--- src/shared/dac_consts.svh ---
// Offsets, field positions, reset values and timing counts for the
// analog configuration register bank.
// Assumes an 8-bit register port addressed by register index.
`ifndef DAC_CONSTS_SVH
`define DAC_CONSTS_SVH

// Register offsets
`define DAC_OFF_RAMP      8'h08
`define DAC_OFF_BIAS      8'h09
`define DAC_OFF_GAMMA     8'h0A
`define DAC_OFF_MODE      8'h0B
`define DAC_OFF_CONV      8'h0C
`define DAC_OFF_VGCEIL    8'h0D
`define DAC_OFF_CATH      8'h0E
`define DAC_OFF_IREF      8'h0F

// Reset values
`define DAC_RST_RAMP      8'h00
`define DAC_RST_BIAS      8'h01
`define DAC_RST_GAMMA     8'h00
`define DAC_RST_MODE      8'h00
`define DAC_RST_CONV      8'h3D
`define DAC_RST_VGCEIL    8'h0D
`define DAC_RST_CATH      8'h51
`define DAC_RST_IREF      8'h30

// Field positions
`define DAC_BIAS_EXTREF   2
`define DAC_GAMMA_HOLD    4
`define DAC_GAMMA_SH      3
`define DAC_CONV_SSBYP    7

// Timing: converter clock rates and soft-start base time
`define DAC_SYS_HZ        40000000
`define DAC_SS_BASE_MS    2
`define DAC_SS_BASE_CYC   (`DAC_SYS_HZ / 1000 * `DAC_SS_BASE_MS)
`define DAC_CK125_HALF    (`DAC_SYS_HZ / 125000 / 8)
`define DAC_CK250_HALF    (`DAC_SYS_HZ / 250000 / 8)
`define DAC_CK500_HALF    (`DAC_SYS_HZ / 500000 / 8)
`define DAC_CK800_HALF    (`DAC_SYS_HZ / 800000 / 8)

`endif

--- src/shared/dac_pkg.sv ---
// Types for the analog configuration register bank.
// Assumes the constants header is included by its users.
package dac_pkg;

	// Cathode supply mode field encodings
	typedef enum logic [1:0]
	{
		DAC_MODE_AUTO_FIRST  = 2'h0,
		DAC_MODE_AUTO_SECOND = 2'h1,
		DAC_MODE_MANUAL = 2'h2,
		DAC_MODE_UNDEF  = 2'h3
	} dac_mode_t;

	// Register port request
	typedef struct packed
	{
		logic       wrStb;
		logic       rdStb;
		logic [7:0] addr;
		logic [7:0] wrData;
	} dac_req_t;

	// Decoded analog controls toward the converter and array
	typedef struct packed
	{
		logic [7:0] rampCeiling;
		logic [1:0] pixelBiasSelect;
		logic       externalReferenceSelect;
		logic       gammaSenseSampleHoldEnable;
		logic [2:0] gammaSensorStep;
		logic [1:0] cathodeCurrentSenseEnable;
		logic [1:0] cathodeRegulationMode;
		logic [7:0] pixelVoltageCeiling;
		logic [7:0] cathodeLevel;
		logic       cathodeLevelActive;
		logic [2:0] referenceCurrentCoarse;
		logic [4:0] referenceCurrentFine;
	} dac_ana_t;

endpackage

--- src/design/dac_config_regs.sv ---
// Analog configuration register bank with converter clock and soft-start.
// Assumes a synchronous register port; analog macros sit outside.
//
// What this block does
// - Ramp DAC ceiling register, 8 bits, reset zero, scales ramp +-40%.
// - Bias bit 2 picks external reference; keep internal default zero.
// - Bias bits 1-0: off, 0.5nA default, 1nA pixel sink current.
// - Pump-hold bit 4 stops converter switching while gamma sampling.
// - Gamma bit 3 enables sample-and-hold; zero bypasses it.
// - Gamma step bits 2-0 select reference over 2^(7-code), reset 0.
// - Mode bits 1-0: first auto 00, second auto 01, manual 10.
// - First auto mode regulates current from dimming and reference.
// - Second auto mode regulates current, clamped at manual level.
// - Manual mode holds fixed cathode voltage from manual level.
// - Manual level acts only for modes 01 or 10; reset 51h.
// - Control bit 7 zero keeps soft-start, one skips it.
// - Duty bits 6-4 set clock high:low 1:7 to 7:1, reset 3.
// - Rate bits 3-2 give 125, 250, 500, 800 kHz, reset 3.
// - Soft-start bits 1-0 give 2, 4, 8, 16 ms ramp, reset 4 ms.
// - Pixel voltage ceiling register, 8 bits, reset 0Dh.
// - Reference current: coarse bits 7-5, fine bits 4-0.
// - Reference 30h default is unity luminance, plus half per 10h.
`timescale 1ns/100ps
`include "dac_consts.svh"

module dac_config_regs
#(
	parameter int SS_BASE_CYC = `DAC_SS_BASE_CYC
)
(
	// Clock and reset
	input  wire logic              sys_clk,
	input  wire logic              nrst,
	// Register port
	input  wire dac_pkg::dac_req_t req,
	output logic [7:0]             rdData,
	// Gamma sampling window from the sensor timing
	input  wire logic              gammaSampling,
	// Analog controls
	output dac_pkg::dac_ana_t      ana,
	// Converter drive
	output logic                   convClk,
	output logic                   convRun,
	output logic                   softStartBusy
);
	import dac_pkg::*;

	// =====================================================
	// Register storage
	// =====================================================
	logic [7:0] rampQ;
	logic [7:0] biasQ;
	logic [7:0] gammaQ;
	logic [7:0] modeQ;
	logic [7:0] convQ;
	logic [7:0] vgceilQ;
	logic [7:0] cathQ;
	logic [7:0] irefQ;

	// Write decode; full byte kept so odd codes read back unchanged
	always_ff @(posedge sys_clk or negedge nrst)
	begin
		if (!nrst)
		begin
			rampQ   <= `DAC_RST_RAMP;
			biasQ   <= `DAC_RST_BIAS;
			gammaQ  <= `DAC_RST_GAMMA;
			modeQ   <= `DAC_RST_MODE;
			convQ   <= `DAC_RST_CONV;
			vgceilQ <= `DAC_RST_VGCEIL;
			cathQ   <= `DAC_RST_CATH;
			irefQ   <= `DAC_RST_IREF;
		end
		else if (req.wrStb)
		begin
			case (req.addr)
				`DAC_OFF_RAMP:   rampQ   <= req.wrData;
				`DAC_OFF_BIAS:   biasQ   <= req.wrData;
				`DAC_OFF_GAMMA:  gammaQ  <= req.wrData;
				`DAC_OFF_MODE:   modeQ   <= req.wrData;
				`DAC_OFF_CONV:   convQ   <= req.wrData;
				`DAC_OFF_VGCEIL: vgceilQ <= req.wrData;
				`DAC_OFF_CATH:   cathQ   <= req.wrData;
				`DAC_OFF_IREF:   irefQ   <= req.wrData;
				default:         ;
			endcase
		end
	end

	// Read data one cycle after the strobe; unmapped reads as zero
	always_ff @(posedge sys_clk or negedge nrst)
	begin
		if (!nrst)
			rdData <= 8'h00;
		else if (req.rdStb)
		begin
			case (req.addr)
				`DAC_OFF_RAMP:   rdData <= rampQ;
				`DAC_OFF_BIAS:   rdData <= biasQ;
				`DAC_OFF_GAMMA:  rdData <= gammaQ;
				`DAC_OFF_MODE:   rdData <= modeQ;
				`DAC_OFF_CONV:   rdData <= convQ;
				`DAC_OFF_VGCEIL: rdData <= vgceilQ;
				`DAC_OFF_CATH:   rdData <= cathQ;
				`DAC_OFF_IREF:   rdData <= irefQ;
				default:         rdData <= 8'h00;
			endcase
		end
		else
			rdData <= 8'h00;
	end

	// =====================================================
	// Analog control outputs
	// =====================================================
	// Registered so every output leaves straight from a flip-flop
	always_ff @(posedge sys_clk or negedge nrst)
	begin
		if (!nrst)
			ana <= '0;
		else
		begin
			ana.rampCeiling                <= rampQ;
			ana.externalReferenceSelect    <= biasQ[`DAC_BIAS_EXTREF];
			ana.pixelBiasSelect            <= biasQ[1:0];
			ana.gammaSenseSampleHoldEnable <= gammaQ[`DAC_GAMMA_SH];
			ana.gammaSensorStep            <= gammaQ[2:0];
			ana.cathodeCurrentSenseEnable  <= modeQ[3:2];
			ana.cathodeRegulationMode      <= modeQ[1:0];
			ana.pixelVoltageCeiling        <= vgceilQ;
			ana.cathodeLevel               <= cathQ;
			// Level used as clamp or setpoint only in modes 01 and 10
			ana.cathodeLevelActive <= (modeQ[1:0] == DAC_MODE_AUTO_SECOND) ||
				(modeQ[1:0] == DAC_MODE_MANUAL);
			ana.referenceCurrentCoarse     <= irefQ[7:5];
			ana.referenceCurrentFine       <= irefQ[4:0];
		end
	end

	// =====================================================
	// Converter clock generator
	// =====================================================
	// System cycles per eighth of a period, one eighth per duty step
	function automatic logic [7:0] eighthCycles(input logic [1:0] rate);
		case (rate)
			2'h0:    eighthCycles = 8'(`DAC_CK125_HALF);
			2'h1:    eighthCycles = 8'(`DAC_CK250_HALF);
			2'h2:    eighthCycles = 8'(`DAC_CK500_HALF);
			default: eighthCycles = 8'(`DAC_CK800_HALF);
		endcase
	endfunction

	// High eighths per period: 1,2,3,4,5,6,7; code 7 treated as 1:1
	function automatic logic [2:0] highEighths(input logic [2:0] duty);
		case (duty)
			3'h0:    highEighths = 3'h1;
			3'h1:    highEighths = 3'h2;
			3'h2:    highEighths = 3'h3;
			3'h4:    highEighths = 3'h5;
			3'h5:    highEighths = 3'h6;
			3'h6:    highEighths = 3'h7;
			default: highEighths = 3'h4;
		endcase
	endfunction

	logic [7:0] tickCntQ;
	logic [2:0] phaseQ;
	logic       tickEnd;
	assign tickEnd = (tickCntQ >= eighthCycles(convQ[3:2]) - 8'h01);

	// Eighth-period ticks and phase counter
	always_ff @(posedge sys_clk or negedge nrst)
	begin
		if (!nrst)
		begin
			tickCntQ <= 8'h00;
			phaseQ   <= 3'h0;
		end
		else if (tickEnd)
		begin
			tickCntQ <= 8'h00;
			phaseQ   <= phaseQ + 3'h1;
		end
		else
			tickCntQ <= tickCntQ + 8'h01;
	end

	// Switching clock, gated while the gamma sense is being sampled
	logic pumpHold;
	assign pumpHold = gammaQ[`DAC_GAMMA_HOLD] && gammaSampling;
	always_ff @(posedge sys_clk or negedge nrst)
	begin
		if (!nrst)
			convClk <= 1'b0;
		else if (pumpHold)
			convClk <= 1'b0;
		else
			convClk <= (phaseQ < highEighths(convQ[6:4]));
	end

	// =====================================================
	// Soft-start sequencer
	// =====================================================
	typedef enum logic [1:0]
	{
		SS_IDLE = 2'b00,
		SS_RAMP = 2'b01,
		SS_RUN  = 2'b10
	} dac_ss_t;

	dac_ss_t     ssQ;
	logic [31:0] ssCntQ;
	logic [31:0] ssLen;
	// 2, 4, 8 or 16 ms as base shifted by code
	assign ssLen = SS_BASE_CYC << convQ[1:0];

	always_ff @(posedge sys_clk or negedge nrst)
	begin
		if (!nrst)
		begin
			ssQ    <= SS_IDLE;
			ssCntQ <= 32'h0000_0000;
		end
		else
		begin
			case (ssQ)
				SS_IDLE:
				begin
					ssCntQ <= 32'h0000_0000;
					ssQ    <= convQ[`DAC_CONV_SSBYP] ? SS_RUN : SS_RAMP;
				end
				SS_RAMP:
				begin
					if (convQ[`DAC_CONV_SSBYP] || ssCntQ >= ssLen - 32'h1)
						ssQ <= SS_RUN;
					else
						ssCntQ <= ssCntQ + 32'h1;
				end
				SS_RUN:  ssQ <= SS_RUN;
				default: ssQ <= SS_IDLE;
			endcase
		end
	end

	// Status flags toward the converter
	always_ff @(posedge sys_clk or negedge nrst)
	begin
		if (!nrst)
		begin
			convRun       <= 1'b0;
			softStartBusy <= 1'b0;
		end
		else
		begin
			convRun       <= (ssQ == SS_RUN);
			softStartBusy <= (ssQ == SS_RAMP);
		end
	end
endmodule // dac_config_regs

--- config.mk ---
export PLATFORM = sky130hd
export DESIGN_NAME = dac_config_regs
export DESIGN_NICKNAME = d
export VERILOG_FILES = /design/src/shared/dac_pkg.sv /design/src/design/dac_config_regs.sv
export VERILOG_INCLUDE_DIRS = /design/src /design/src/shared
export SDC_FILE = /design/constraint.sdc
export NUM_CORES = 1
export LEC_CHECK = 0
export BUFFER_PORTS_ARGS = -buffer_cell sky130_fd_sc_hd__buf_4
export CAP_MARGIN = 15
export CORE_AREA = 10 10 135 137
export CTS_CLUSTER_DIAMETER = 200
export CTS_CLUSTER_SIZE = 24
export DETAILED_ROUTE_END_ITERATION = 6
export DIE_AREA = 0 0 145 147
export HOLD_SLACK_MARGIN = 0.05
export PLACE_DENSITY = 0.72
export SYNTH_ARGS = -nofsm -noshare
export SYNTH_HDL_FRONTEND = slang
export SYNTH_SLANG_ARGS = --single-unit
--- constraint.sdc ---
create_clock -name sys_clk -period 3.9 [get_ports sys_clk]
set_input_delay 0.39 -clock sys_clk [delete_from_list [all_inputs] [get_ports sys_clk]]
set_output_delay 0.39 -clock sys_clk [all_outputs]
set_load 0.005 [all_outputs]
==> results.ini <==
[route]
drc=0
first_pass_iters=7
avgViaCountPerCell=5.82
wl_um=18800
ant_nets=0
wl_per_cell_um=19.6
vias=5598
drt_iter0_drc=428

[synthesis]
synth_edf_count=0
syn_area_per_cell_sq_um=12.1
netlist_area_sq_um=7570
synth-simple-area-share_pct=12.9
synthMuxAreaShare_pct=9.67
synthAdderAreaFrac_pct=8.10
synth_top_family_by_area=simple AND/OR/NAND/NOR gates
ys_seq_area_share_pct=54.4
synth_cells=628
async_flop_share_pct=100
synthDistinctLibCells=63
synth-xor-area-share_pct=1.04
ys.flop_type=dfrtp_1
yosys_warnings=0
synth_compound_area_share_pct=11.5
ys_seq_elements=164

[sta]
setup_tns_ns=0
finalCritPeriodShare_pct=84.9
rsz0062_at_grt=false
max_clock_freq_mhz=302
slew_violations=0
maxSlewHeadroom_pct=49.4
period_minus_slack_ns=3.31
worstMarginPinSlew_ns=0.759
hold_slack_ns=0.154
hold_viol=0
finalClockSkew_ns=0.0133
setup_viol=0

[clock_network]
clk_path_buf_depth=2
cts_tree=done
cts_root_buffer=clkbuf_16
htreeDepth=4
postCtsHoldBufs=1
clkSinkCount=164
clock_latency_ns=0.44
clk_pin_slew_ns=0.07
cts_buffers=17
cts_resized=0
postCtsSetupBuffers=0

[floorplanning]
pin_count=76
start_util_pct=48.5
die_height_um=147
die_width_um=145
core_sq_um=15600
rows=46
dieArea_sq_um=21300

[cells_and_area]
layout-drive-gt1-share_pct=29.5
fin_nets=803
fin_util_pct=58.3
area_growth_pct=20.0
diodes=0

[global_route]
grt_max_degree=84
grt_pass1_vias=5664
grt_pass1_wl_um=30600
groute.usage.overall_pct=17.8
antenna_found_initial=0
gr-total-overflow=0

[placed_design]
routabilityCongestion=0.881
numPortBuffers=75
dpl.hpwl_um=12700

[min_path]
hp-class=primary input to flop

[power_and_ir_drop]
power_density_nw_per_um2=471
cellLeakagePower_nw=4.37
irDropWorstVdd_mv=0.281

[setup_path]
worst-path-max-fanout=13
worstPathRequired_ns=4.20
worstSetupStartpointType=flop
path_class=flop to flop
critical_path_arrival_ns=3.62
cp-end-kind=flop

[run_status]
status=complete, no violations

[run]
max_cap_viol_count=0

## layout make-up
cell class                 count  area (sq um)
fill                        1229          6510
clock inverter                11           114
multi-input combinational    438          3320
tap                          216           270
inverter                      22          82.6
sequential                   164          4120
clock buffer                  21           480
timing repair buffer          90           694
## layer usage
| metal | GRT usage, % | wire length [um] | vias to the layer above |
|---|---|---|---|
| li1 | - | - | 2542 |
| met1 | 21.7 | 7960 | 2842 |
| met2 | 30.1 | 9590 | 183 |
| met3 | 4.02 | 958 | 31 |
| met4 | 6.64 | 330 | 0 |
| met5 | 0 | 0 | - |
## critical path, cell delays in order (launching register included)
cell and delay (ns):
dfstp_2 0.60, inv_1 0.10, ha_1 0.21, inv_1 0.06, ha_1 0.24, a21oi_1 0.18
o221ai_1 0.14, a211oi_1 0.34, nor4b_4 0.11, or2_1 0.36, buf_4 0.22, buf_4 0.18
o311ai_1 0.32, nand3_1 0.11
## path summary, 6_finish.rpt
kind / start / end / slack (ns) / cells past startpoint
worst max-delay path: convQ[0]$_DFFE_PN1P_ / ssCntQ[28]$_DFFE_PN0P_ / 0.59 / 13
worst min-delay path: gammaSampling / convClk$_DFF_PN0_ / 0.15 / 2
worst max register to register: convQ[0]$_DFFE_PN1P_ / ssCntQ[28]$_DFFE_PN0P_ / 0.59 / 13
worst min register to register: vgceilQ[6]$_DFFE_PN0P_ / ana[23]$_DFF_PN0_ / 0.40 / 0
max in group asynchronous: nrst / cathQ[6]$_DFFE_PN1P_ / 2.40 / 3
min in group asynchronous: nrst / ssCntQ[28]$_DFFE_PN0P_ / 0.55 / 2
## layout by cell type, fill, tap and decap left out, drive strengths merged, types with 6 or more instances in the layout
cell type | netlist | routed
nor2 | 27 | 27
a22oi | 33 | 33
inv | 22 | 27
mux2 | 65 | 65
o21ai | 15 | 15
and3 | 8 | 8
or3 | 7 | 7
a21oi | 20 | 20
a41oi | 8 | 8
nand2b | 6 | 6
nor3 | 13 | 13
nand3 | 50 | 50
dfstp | 14 | 14
nor4 | 6 | 6
conb | 2 | 13
buf | 8 | 89
nand2 | 43 | 43
dfrtp | 150 | 150
o311ai | 9 | 9
ha | 49 | 49
clkbuf | 7 | 21
nand4 | 8 | 8
## stage by stage
step	worst slack [ns]	instance area, sq um	instances	power [W]
after detailed placement	0.651	8480	929	0.00262
final	0.588	9090	962	0.00428
after floorplan	1.16	7610	639	0.00234
after CTS	0.637	9090	962	0.00430
after global placement	0.781	8480	929	0.00259
after global routing	0.346	9090	962	0.00447
## flip-flops by register name (all words and copies together), names as in the netlist, 2 cells and up
| signal | cells |
|---|---|
| ana | 44 |
| convQ | 8 |
| rdData | 8 |
| ssQ | 2 |
| irefQ | 8 |
| tickCntQ | 8 |
| cathQ | 8 |
| vgceilQ | 8 |
| phaseQ | 3 |
| rampQ | 8 |
| ssCntQ | 32 |
| biasQ | 8 |
| modeQ | 8 |
| gammaQ | 8 |
## cells in the mapped netlist, types with 6 or more instances
cell	number	area share, %
nand2_1	42	2.1
clkbuf_1	7	0.35
o21ai_0	13	0.86
nor2_2	7	0.58
nor3_1	11	0.73
dfrtp_1	150	50
mux2_2	65	9.7
nand4_1	8	0.66
a21oi_1	19	1.3
nor2_1	20	0.99
inv_1	22	1.1
nand3_1	49	3.2
or3_1	7	0.58
ha_1	49	8.1
a41oi_1	8	0.93
dfstp_2	14	4.9
o311ai_1	8	0.93
and3_1	8	0.66
a22oi_1	33	3.3
nand2b_1	6	0.50
## logic make-up (layout without fill, tap and decap cells)
logic type      Yosys count  in the layout
other cells               2             13
mux                      65             65
xor+xnor                  9              9
flops                   164            164
fa+ha+maj                49             49
simple gates            183            183
compound gates          119            119
buf+inv                  37            144
## power breakdown
part           switching (W)  internal (W)  leakage, nW
logic               0.000455      0.000248         1.88
registers          0.0000834       0.00182         2.20
clock network       0.000715      0.000960        0.289
(Power assumes the default switching activity.)
